**src/shared/elm_regs.svh**
```systemverilog
// endian select codes and address munge masks for the lane mapper
`ifndef ELM_REGS_SVH
`define ELM_REGS_SVH
`define ELM_END_BIG     2'h0
`define ELM_END_MUNGED  2'h1
`define ELM_END_LITTLE  2'h2
`define ELM_END_TRUE    2'h3
`define ELM_MUNGE_WORD  3'h4
`define ELM_MUNGE_HALF  3'h6
`define ELM_MUNGE_BYTE  3'h7
`define ELM_MUNGE_NONE  3'h0
`endif

```
**src/shared/elm_pkg.sv**
```systemverilog
// types carried between the processor bus, register file and pci side
package elm_pkg;
    typedef logic [1:0] elm_end_t;

    typedef struct packed {
        logic [2:0]  addr;
        logic [2:0]  size;
        logic        burst;
        logic        is_reg;
        logic        launch_pci;
        logic        from_dma;
        elm_end_t    endian;
        logic [63:0] wdata;
    } elm_req_t;

    typedef struct packed {
        logic        word_sel;
        logic [3:0]  byte_en;
        logic [31:0] wdata;
    } elm_reg_acc_t;

    typedef struct packed {
        logic [2:0]  addr;
        logic [7:0]  byte_en;
        logic [63:0] data;
    } elm_pci_acc_t;
endpackage : elm_pkg

```
**src/core/elm_mapper.sv**
```systemverilog
// byte lane and address mapper between processor bus, registers and pci
`timescale 1ns/1ps
`include "elm_regs.svh"

module elm_mapper (
    // clock and reset
    input  wire logic                 sys_clk,
    input  wire logic                 reset_n,
    // processor bus slave request
    input  wire logic                 req_valid,
    input  wire elm_pkg::elm_req_t    req,
    output logic                      proc_bus_xfer_ack,
    output logic                      proc_bus_xfer_error_n,
    // dma element mode load
    input  wire logic                 dma_elem_load,
    input  wire elm_pkg::elm_end_t    dma_endian,
    // register file and pci write side
    output logic                      reg_strobe,
    output elm_pkg::elm_reg_acc_t     reg_acc,
    output logic                      pci_strobe,
    output elm_pkg::elm_pci_acc_t     pci_acc,
    // read return
    input  wire logic                 tgt_rdata_valid,
    input  wire logic [63:0]          tgt_rdata,
    output logic                      proc_rdata_valid,
    output logic [63:0]               proc_rdata,
    // bridge as processor bus master
    input  wire logic                 mst_req_valid,
    input  wire elm_pkg::elm_req_t    mst_req,
    output logic                      mst_ready,
    output logic                      mst_bus_valid,
    output logic [2:0]                mst_bus_addr,
    output logic [2:0]                mst_bus_size,
    input  wire logic                 mst_bus_ready
);
    import elm_pkg::*;

    typedef enum logic [1:0] {ELM_IDLE, ELM_ISSUE, ELM_SPLIT} elm_mst_st_t;

    logic        rst_meta;
    logic        rst_n;
    elm_end_t    dma_mode;
    elm_end_t    mode;
    logic        munged;
    logic        inv;
    logic        err;
    logic        to_reg;
    logic [7:0]  lanes;
    logic [1:0]  xm;
    logic [63:0] pci_data;
    logic [31:0] reg_data;
    logic [3:0]  reg_be;
    logic [7:0]  pci_be;
    logic [63:0] rd_map;
    logic        cur_munged;
    logic        cur_inv;
    logic        cur_is_reg;
    logic [1:0]  cur_xm;
    logic [7:0]  cur_lanes;
    elm_mst_st_t mst_state;
    logic [2:0]  split_addr;
    logic [3:0]  split_left;
    logic        mst_munged;

    function automatic logic [7:0] elm_lane_mask(input logic [2:0] a,
                                                 input logic [2:0] s);
        logic [3:0] cnt;
        logic [3:0] last;
        logic [7:0] m;
        cnt  = (s == 3'h0) ? 4'h8 : {1'b0, s};
        last = {1'b0, a} + cnt;
        for (int i = 0; i < 8; i++) begin
            m[i] = (4'(i) >= {1'b0, a}) && (4'(i) < last);
        end
        return m;
    endfunction : elm_lane_mask

    function automatic logic elm_be_legal(input logic [2:0] a,
                                          input logic [2:0] s);
        unique case (s)
            3'h1:    return 1'b1;
            3'h2:    return a[1:0] != 2'h3;
            3'h3:    return a[1] == 1'b0;
            3'h4:    return a[1:0] == 2'h0;
            3'h5:    return (a == 3'h0) || (a == 3'h3);
            3'h6:    return (a == 3'h0) || (a == 3'h2);
            3'h7:    return (a == 3'h0) || (a == 3'h1);
            default: return a == 3'h0;
        endcase
    endfunction : elm_be_legal

    function automatic logic elm_mg_legal(input logic [2:0] a,
                                          input logic [2:0] s);
        unique case (s)
            3'h1:    return 1'b1;
            3'h2:    return a[0] == 1'b0;
            3'h4:    return a[1:0] == 2'h0;
            3'h0:    return a == 3'h0;
            default: return 1'b0;
        endcase
    endfunction : elm_mg_legal

    function automatic logic [2:0] elm_mask(input logic [2:0] s);
        unique case (s)
            3'h1:    return `ELM_MUNGE_BYTE;
            3'h2:    return `ELM_MUNGE_HALF;
            3'h4:    return `ELM_MUNGE_WORD;
            default: return `ELM_MUNGE_NONE;
        endcase
    endfunction : elm_mask

    // reset release through two flops
    always_ff @(posedge sys_clk or negedge reset_n) begin
        if (!reset_n) begin
            rst_meta <= 1'b0;
            rst_n    <= 1'b0;
        end else begin
            rst_meta <= 1'b1;
            rst_n    <= rst_meta;
        end
    end

    // dma mode held per direct transfer or list element
    always_ff @(posedge sys_clk or negedge rst_n) begin
        if (!rst_n) begin
            dma_mode <= `ELM_END_BIG;
        end else if (dma_elem_load) begin
            dma_mode <= dma_endian;
        end
    end

    // mode of this access comes from the image or dma channel
    assign mode   = req.from_dma ? dma_mode : req.endian;
    assign munged = mode == `ELM_END_MUNGED;
    assign inv    = (mode == `ELM_END_BIG) || (mode == `ELM_END_TRUE);
    assign to_reg = req.is_reg && !req.launch_pci;
    assign lanes  = elm_lane_mask(req.addr, req.size);
    assign xm     = (req.size == 3'h1) ? 2'h0 :
                    (req.size == 3'h2) ? 2'h1 : 2'h3;
    assign err    = munged ? !elm_mg_legal(req.addr, req.size)
                           : !elm_be_legal(req.addr, req.size);

    // register byte b takes the lane that carries it
    for (genvar b = 0; b < 4; b++) begin : g_reg_byte
        logic [2:0] ln;
        assign ln = {req.addr[2], munged ? (2'(b) ^ xm)
                                         : 2'(3 - b)};
        assign reg_be[b]            = lanes[ln];
        assign reg_data[8*b +: 8]   = req.wdata[8*ln +: 8];
    end

    // pci lane and read return steering per lane
    for (genvar n = 0; n < 8; n++) begin : g_lane
        logic [2:0] src;
        logic [1:0] rb;
        assign src = inv ? 3'(n) : 3'(7 - n);
        assign pci_be[n]          = lanes[src];
        assign pci_data[8*n +: 8] = req.wdata[8*src +: 8];
        assign rb = cur_munged ? (2'(n % 4) ^ cur_xm) : 2'(3 - (n % 4));
        assign rd_map[8*n +: 8] = !cur_lanes[n] ? 8'h00 :
            cur_is_reg ? tgt_rdata[8*rb +: 8]
                       : tgt_rdata[8*(cur_inv ? n : 7 - n) +: 8];
    end

    // slave response one cycle after the request
    always_ff @(posedge sys_clk or negedge rst_n) begin
        if (!rst_n) begin
            proc_bus_xfer_ack     <= 1'b0;
            proc_bus_xfer_error_n <= 1'b1;
            reg_strobe            <= 1'b0;
            pci_strobe            <= 1'b0;
            reg_acc               <= '0;
            pci_acc               <= '0;
        end else begin
            proc_bus_xfer_ack     <= req_valid && !err;
            proc_bus_xfer_error_n <= !(req_valid && err);
            reg_strobe            <= req_valid && !err && to_reg;
            pci_strobe            <= req_valid && !err && !to_reg;
            if (req_valid && !err) begin
                reg_acc.word_sel <= munged ? !req.addr[2]
                                           : req.addr[2];
                reg_acc.byte_en  <= reg_be;
                reg_acc.wdata    <= reg_data;
                pci_acc.addr     <= (munged && !req.burst)
                                    ? req.addr ^ elm_mask(req.size)
                                    : req.addr;
                pci_acc.byte_en  <= pci_be;
                pci_acc.data     <= pci_data;
            end
        end
    end

    // context kept for the read return
    always_ff @(posedge sys_clk or negedge rst_n) begin
        if (!rst_n) begin
            cur_munged <= 1'b0;
            cur_inv    <= 1'b1;
            cur_is_reg <= 1'b0;
            cur_xm     <= 2'h0;
            cur_lanes  <= 8'h00;
        end else if (req_valid && !err) begin
            cur_munged <= munged;
            cur_inv    <= inv;
            cur_is_reg <= to_reg;
            cur_xm     <= xm;
            cur_lanes  <= lanes;
        end
    end

    always_ff @(posedge sys_clk or negedge rst_n) begin
        if (!rst_n) begin
            proc_rdata_valid <= 1'b0;
            proc_rdata       <= 64'h0000_0000_0000_0000;
        end else begin
            proc_rdata_valid <= tgt_rdata_valid;
            if (tgt_rdata_valid) begin
                proc_rdata <= rd_map;
            end
        end
    end

    // bridge as processor bus master
    assign mst_ready  = mst_state == ELM_IDLE;
    assign mst_munged = mst_req.endian == `ELM_END_MUNGED;

    always_ff @(posedge sys_clk or negedge rst_n) begin
        if (!rst_n) begin
            mst_state     <= ELM_IDLE;
            mst_bus_valid <= 1'b0;
            mst_bus_addr  <= 3'h0;
            mst_bus_size  <= 3'h0;
            split_addr    <= 3'h0;
            split_left    <= 4'h0;
        end else begin
            unique case (mst_state)
                ELM_IDLE: if (mst_req_valid) begin
                    mst_bus_valid <= 1'b1;
                    if (mst_munged && !mst_req.burst &&
                        !elm_mg_legal(mst_req.addr, mst_req.size)) begin
                        mst_state    <= ELM_SPLIT;
                        mst_bus_addr <= mst_req.addr ^ `ELM_MUNGE_BYTE;
                        mst_bus_size <= 3'h1;
                        split_addr   <= mst_req.addr;
                        split_left   <= (mst_req.size == 3'h0) ? 4'h8
                                        : {1'b0, mst_req.size};
                    end else begin
                        mst_state    <= ELM_ISSUE;
                        mst_bus_addr <= (mst_munged && !mst_req.burst)
                            ? mst_req.addr ^ elm_mask(mst_req.size)
                            : mst_req.addr;
                        mst_bus_size <= mst_req.size;
                    end
                end
                ELM_ISSUE: if (mst_bus_ready) begin
                    mst_bus_valid <= 1'b0;
                    mst_state     <= ELM_IDLE;
                end
                ELM_SPLIT: if (mst_bus_ready) begin
                    if (split_left == 4'h1) begin
                        mst_bus_valid <= 1'b0;
                        mst_state     <= ELM_IDLE;
                    end else begin
                        split_addr   <= split_addr + 3'h1;
                        split_left   <= split_left - 4'h1;
                        mst_bus_addr <= (split_addr + 3'h1) ^ `ELM_MUNGE_BYTE;
                    end
                end
                default: mst_state <= ELM_IDLE;
            endcase
        end
    end

    // checks
    ack_one_cycle_a: assert property (@(posedge sys_clk) disable iff (!rst_n)
        req_valid |=> (proc_bus_xfer_ack == proc_bus_xfer_error_n))
        else $error("no single answer one cycle after request");
    odd_half_err_a: assert property (@(posedge sys_clk) disable iff (!rst_n)
        req_valid && munged && req.size == 3'h2 && req.addr[0]
        |=> !proc_bus_xfer_error_n && !reg_strobe && !pci_strobe)
        else $error("odd munged halfword not refused");
    word_select_a: assert property (@(posedge sys_clk) disable iff (!rst_n)
        req_valid && to_reg && munged && !err
        |=> reg_strobe && reg_acc.word_sel == !$past(req.addr[2]))
        else $error("munged register word select wrong");
    byte_lane_a: assert property (@(posedge sys_clk) disable iff (!rst_n)
        req_valid && to_reg && munged && req.size == 3'h1
        |=> reg_acc.byte_en == 4'(1 << $past(req.addr[1:0])))
        else $error("munged byte lane not at n mod 4");
    half_order_a: assert property (@(posedge sys_clk) disable iff (!rst_n)
        req_valid && to_reg && munged && req.size == 3'h2
        && req.addr[1:0] == 2'h0 |=> reg_acc.byte_en == 4'h3
        && reg_acc.wdata[15:8] == $past(req.addr[2] ? req.wdata[39:32]
                                                    : req.wdata[7:0]))
        else $error("munged halfword lane order wrong");
    big_invariant_a: assert property (@(posedge sys_clk) disable iff (!rst_n)
        req_valid && !to_reg && mode == `ELM_END_BIG && !err
        |=> pci_acc.data == $past(req.wdata) && pci_acc.byte_en == $past(lanes))
        else $error("big mode not address invariant");
    big_start_a: assert property (@(posedge sys_clk) disable iff (!rst_n)
        req_valid && mode == `ELM_END_BIG && req.size == 3'h5
        && req.addr == 3'h1 |=> !proc_bus_xfer_error_n)
        else $error("illegal big start accepted");
    mst_munge_a: assert property (@(posedge sys_clk) disable iff (!rst_n)
        mst_ready && mst_req_valid && mst_munged && !mst_req.burst
        && mst_req.size == 3'h4 && mst_req.addr == 3'h0
        |=> mst_bus_valid && mst_bus_addr == 3'h4)
        else $error("outgoing word address not munged");
    mst_split_a: assert property (@(posedge sys_clk) disable iff (!rst_n)
        mst_ready && mst_req_valid && mst_munged && !mst_req.burst
        && mst_req.size == 3'h4 && mst_req.addr == 3'h2
        |=> mst_bus_size == 3'h1 && mst_bus_addr == 3'h5)
        else $error("unaligned master request not split");
    munged_word_c: cover property (@(posedge sys_clk) disable iff (!rst_n)
        req_valid && to_reg && munged && req.size == 3'h4 && !err);
    pci_launch_c: cover property (@(posedge sys_clk) disable iff (!rst_n)
        req_valid && req.is_reg && req.launch_pci);
    split_done_c: cover property (@(posedge sys_clk) disable iff (!rst_n)
        mst_state == ELM_SPLIT ##1 mst_state == ELM_IDLE);
endmodule : elm_mapper

```
**config.mk**
```make
export PLATFORM = sky130hd
export DESIGN_NAME = elm_mapper
export DESIGN_NICKNAME = d
export VERILOG_FILES = /design/src/shared/elm_pkg.sv /design/src/core/elm_mapper.sv
export VERILOG_INCLUDE_DIRS = /design/src /design/src/shared
export SDC_FILE = /design/constraint.sdc
export NUM_CORES = 1
export LEC_CHECK = 0
export BUFFER_PORTS_ARGS = -buffer_cell sky130_fd_sc_hd__buf_2
export CORE_AREA = 2 2 160 162
export CTS_BUF_LIST = sky130_fd_sc_hd__clkbuf_8
export CTS_CLUSTER_SIZE = 16
export DETAILED_ROUTE_END_ITERATION = 10
export DIE_AREA = 0 0 162 164
export PLACE_DENSITY = 0.83
export SYNTH_ARGS = -nofsm -noshare
export SYNTH_HDL_FRONTEND = slang
export SYNTH_SLANG_ARGS = --single-unit
```
**constraint.sdc**
```tcl
create_clock -name sys_clk -period 8.6 [get_ports sys_clk]
set_input_delay 2.15 -clock sys_clk [delete_from_list [all_inputs] [get_ports sys_clk]]
set_output_delay 2.15 -clock sys_clk [all_outputs]
set_load 0.1 [all_outputs]
```
Word-level counts from Yosys, hierarchy flattened --
Index checks and enable logic that the tools add are counted.
Word-level totals: register bits 214, output and inout port bits 189
Operators by class: add/subtract/negate cells 3, order comparisons 27, equality and inequality tests 26, shifts and indexed selects 24, mux-type cells 111, bitwise logic cells 13, reductions and logical operators 44
Operators by type and width (number):
- indexed part select 64 x 7 -> 8 bit | 20
- indexed part select 64 x 6 -> 8 bit | 4
- 2-to-1 mux 8 bit | 16
- 2-to-1 mux 3 bit | 31
- < comparator 3 x 4 -> 1 bit (second input constant) | 12
- binary-select mux 1 bit (select 3 bit) | 12
- 2-to-1 mux 2 bit | 16
- 2-to-1 mux 4 bit | 6
- 2-to-1 mux 1 bit | 20
- one-hot mux 3 bit (3 select lines) | 2
- < comparator 3 x 4 -> 1 bit (first input constant) | 4
- == test 3 x 2 -> 1 bit (second input constant) | 5
- == test 3 bit (second input constant) | 5
- logical AND 1 bit | 15
- logical NOT 3 bit | 4
- != test 2 bit (second input constant) | 6
- one-hot mux 3 bit (2 select lines) | 2
- logical NOT 1 bit | 10
- AND reduction 5 bit | 2
- == test 3 x 1 -> 1 bit (second input constant) | 3
- greater-or-equal comparator 3 bit (first input constant) | 3
- logical NOT 2 bit | 4
- < comparator 1 x 4 -> 1 bit (first input constant) | 2
- < comparator 2 x 4 -> 1 bit (first input constant) | 2
- 23 further kinds | 42

Longest topological paths before layout --
word-level depth 14, depth in mapped cells 11, gate-level depth less buffers 9

Worst setup path before layout --
Ideal clock, no wire load.
path kind input-to-reg, start point input port req[70] in the netlist's numbering, end point register reg_acc[33] in the netlist's numbering, setup time 0.140 ns, arrival time 4.202 ns, required time 8.460 ns, path slack 4.258 ns, stages 11, path buffers 2, cell sequence buf_6 > clkbuf_1 > ha_1 > inv_1 > fa_1 > xor2_1 > a21oi_1 > a211oi_1 > nor2_1 > a211oi_1 > o221ai_1
On the way: cells in the longest elaborated chain, start to end 7
RTL lines:
- start, declared | line elm_mapper.sv:11 | input wire elm_pkg::elm_req_t req,
- logical NOT 3 bit | line elm_mapper.sv:70, elm_mapper.sv:94
- 2-to-1 mux 4 bit | line elm_mapper.sv:70 | cnt = (s == 3'h0) ? 4'h8 : {1'b0, s};
- adder 3 x 4 -> 4 bit | line elm_mapper.sv:71 | last = {1'b0, a} + cnt;
- < comparator 1 x 4 -> 1 bit, or another cell as far along | line elm_mapper.sv:73 | m[i] = (4'(i) >= {1'b0, a}) && (4'(i) < last);
- logical AND 1 bit | line elm_mapper.sv:73
- binary-select mux 1 bit (select 3 bit) | line elm_mapper.sv:148 | assign reg_be[b] = lanes[ln];
- 2-to-1 mux 1 bit (implied by the code) | line elm_mapper.sv:148
- end, declared | line elm_mapper.sv:19 | output elm_pkg::elm_reg_acc_t reg_acc,
Parallel ways exist; a longest one is shown, timed or not. The select of a mux whose other input is x is not followed. A chain may end at the register's enable or synchronous reset.

Final worst setup path --
start point input port req[75] in the netlist's numbering, end point register reg_acc[35] in the netlist's numbering
On the way: cells in the longest elaborated chain, start to end 7
RTL lines:
- parallel branches: the longest is 7 deep, another holds adder 3 x 4 -> 4 bit
Parallel ways; which one is timed is not known. The select of a mux whose other input is x is not followed.

==> flow_metrics.env <==
export IMPL_status="completed"
export IMPL_final_area_um2=15720
export IMPL_startpoint_type="input pin"
export IMPL_grt_overflow_total=0
export IMPL_die_w_um=162
export IMPL_fillCellCount=2071
export IMPL_grtUsageMet3=0.06540
export IMPL_synth_top_area_frac=0.4030
export IMPL_final_seq_area_um2=5363
export IMPL_slew_viol_final=0
export IMPL_worstSetupEndpoint="reg_acc[35]"
export IMPL_dr_pass1_iters=6
export IMPL_cp_max_fo=54
export IMPL_fin_crit_sh=0.5324
export IMPL_synth_seq_cells=214
export IMPL_drt_total_wl_um=40270
export IMPL_syn_avg_cell_area_um2=9.759
export IMPL_fin_nets=1867
export IMPL_initial_core_util=0.5304
export IMPL_clock_sinks=214
export IMPL_area_growth_pct=19.38
export IMPL_clock_latency_ns=0.53
export IMPL_r2r_cells=5
export IMPL_cts_tree="built"
export IMPL_ys_flop_type="dfrtp_1"
export IMPL_crit_arrival_ns=4.99
export IMPL_grt_max_degree=242
export IMPL_power_density_nw_per_um2=329.4
export IMPL_track_usage=0.3001
export IMPL_synthCells=1349
export IMPL_dpl_hpwl_um=29670
export IMPL_comb_power_share=0.535
export IMPL_p_total_w=0.005177
export IMPL_fin_util=0.6332
export IMPL_yosys_cell_count_top_type="nand2_1"
export IMPL_numCtsBuffers=38
export IMPL_wl_per_cell_um=20.26
export IMPL_place_area_um2=14940
export IMPL_ys_types=67
export IMPL_relSlewSlack=0.1973
export IMPL_max_freq_mhz=218.4
export IMPL_grt_busiest_layer="met2"
export IMPL_cts_buffer_depth=3
export IMPL_port_buffers=346
export IMPL_ir_drop_mv=0.3274
export IMPL_synth_seq_area_share=0.4070
export IMPL_die_y_um=164
export IMPL_maxCapViolations=0
export IMPL_layout_min_cycle_time_ns=4.578
export IMPL_p_clk_frac=0.186
export IMPL_htree_levels=2
export IMPL_clock_skew_ns=0.02299
export IMPL_tightest_slew_ns=1.204
export IMPL_die_area_um2=26570
export IMPL_holdWs_ns=0.3370
export IMPL_synth_top_cell_by_area="dfrtp_1"
export IMPL_power_switching_w=0.002839
export IMPL_crit_start="req[75]"
export IMPL_end_kind="flop"
export IMPL_row_count=58
export IMPL_synth_area_um2=13170
export IMPL_finalHoldViolCount=0
export IMPL_seqPwrFrac=0.279
export IMPL_top_register="pci_acc"
export IMPL_drt_iter0_markers=1170
export IMPL_cts_resized=0
export IMPL_rr_startpoint="dma_mode[0]"
export IMPL_largestRegisters="pci_acc: 75 flops, proc_rdata: 64 flops, reg_acc: 37 flops"
export IMPL_path_clk_slew_ns=0.06
export IMPL_multiInputGateArea_um2=7027
export IMPL_grt_pass1_wl_um=62320
export IMPL_crit_type="in -> reg"
export IMPL_reg2reg_slack_ns=5.88
export IMPL_synthesis_nets=1586
export IMPL_drive_above_1_share=0.3289
export IMPL_swShare=0.5483
export IMPL_ys_top_cells_by_count="nand2_1, dfrtp_1, mux2i_1"
export IMPL_required_ns=9.01
export IMPL_synthArstFlopShare=1.000
export IMPL_viasPerCell=5.910
export IMPL_cts_setup_buffers=0
export IMPL_rr_endpoint="pci_acc[26]"
export IMPL_core_um2=24820
export IMPL_setup_viol=0
export IMPL_cts_hold_fix_buffers=0
export IMPL_yosys_warnings=0
export IMPL_fin_setup_tns_ns=0
export IMPL_p_int_w=0.002338
export IMPL_io_pins=414
export IMPL_gr_usage_met1=0.4001
export IMPL_synth_edf_count=0
export IMPL_rsz0062_at_grt="no"
export IMPL_grt_pass1_vias=11430
export IMPL_hp_class="reg -> async"
export IMPL_drcViolationCount=0
export IMPL_largest_register_ffs=75
export IMPL_cts_root_buffer="clkbuf_8"
export IMPL_gp_congestion=0.9420
export IMPL_use_met2=0.4729
export IMPL_antenna_found_initial=2
export IMPL_num_vias=11749
export IMPL_power_leakage_nw=7.617
export IMPL_ys_top_cells_by_area="dfrtp_1, mux2i_1, mux2_2, nand2_1, mux4_2"
export IMPL_antenna_left=0
-- how the worst min path moves through the flow --
| stage | start | end | slack, ns |
|---|---|---|---|
| 2_1_floorplan | rst_meta | rst_n | 0.33 |
| 3_3_place_gp | rst_meta | rst_n | 0.34 |
| 3_5_place_dp | rst_meta | rst_n | 0.34 |
| 4_1_cts | rst_n | dma_mode[1] | 0.37 |
| 5_1_grt | rst_meta | rst_n | 0.37 |
| 6_report | rst_n | dma_mode[1] | 0.34 |
-- critical path, cell delays in order --
cell	delay (ns)
buf_2	0.08
buf_4	0.53
ha_1	0.42
a21oi_2	0.24
and2_1	0.33
xnor2_2	0.21
o31ai_2	0.50
a21oi_1	0.13
o32a_1	0.36
-- layout make-up --
cell class	count	share of cell area
Multi-Input combinational cell	940	0.4471
Sequential cell	214	0.3412
Timing Repair Buffer	359	0.1173
Clock buffer	50	0.04379
Tap cell	330	0.02627
Inverter	77	0.01839
Clock inverter	14	0.005254
Antenna cell	4	0.0006369
-- power groups by stage --
stage / combinational (W) / sequential, W / clock [W]
final: 0.00277 / 0.00144 / 0.000964
after global routing: 0.00289 / 0.00148 / 0.00103
after CTS: 0.00277 / 0.00144 / 0.000982
after detailed placement: 0.00276 / 0.00145 / 0
after global placement: 0.00272 / 0.00144 / 0
after floorplan: 0.000732 / 0.00296 / 0
-- layer usage --
metal	share of wire	up-vias
met4	0.047	0
met5	0	-
li1	-	5419
met2	0.46	632
met1	0.41	5574
met3	0.091	124
-- cells in the final DEF, fill, tap and decap left out, types with 3 or more instances in the layout --
master / count
buf_2: 345
nand2_1: 219
dfrtp_1: 210
mux2i_1: 165
o21ai_0: 117
inv_1: 87
mux2_2: 74
o211ai_1: 71
o22ai_1: 66
clkbuf_8: 50
a21boi_0: 33
mux4_2: 32
o21ai_1: 22
nor2_1: 15
buf_4: 13
a21oi_1: 10
ha_1: 10
nand3_1: 9
xnor2_1: 8
nand2b_1: 7
nor2b_1: 5
xor2_1: 5
diode_2: 4
a21o_1: 4
a211oi_1: 4
or2_2: 3
nor3b_1: 3
a211o_1: 3
and2_1: 3
or3_1: 3
clkinv_2: 3
-- kinds of logic after synthesis --
logic type | synth area share
XOR/XNOR | 0.009884
flip-flops | 0.4070
AO/OA/AOI/OAI | 0.1753
adder cells (fa/ha/maj) | 0.01274
other | 0.0002848
AND/OR/NAND/NOR | 0.08943
buffers and inverters | 0.06197
multiplexers | 0.2435
-- through the flow --
| step | setup slack, ns | instances |
|---|---|---|
| global route | 3.859 | 1987 |
| detailed placement | 3.518 | 1920 |
| global placement | 3.645 | 1920 |
| CTS | 4.085 | 1984 |
| finish | 4.022 | 1988 |
| floorplan | 2.198 | 1349 |
Note: power is estimated with default switching activity, not from simulation.
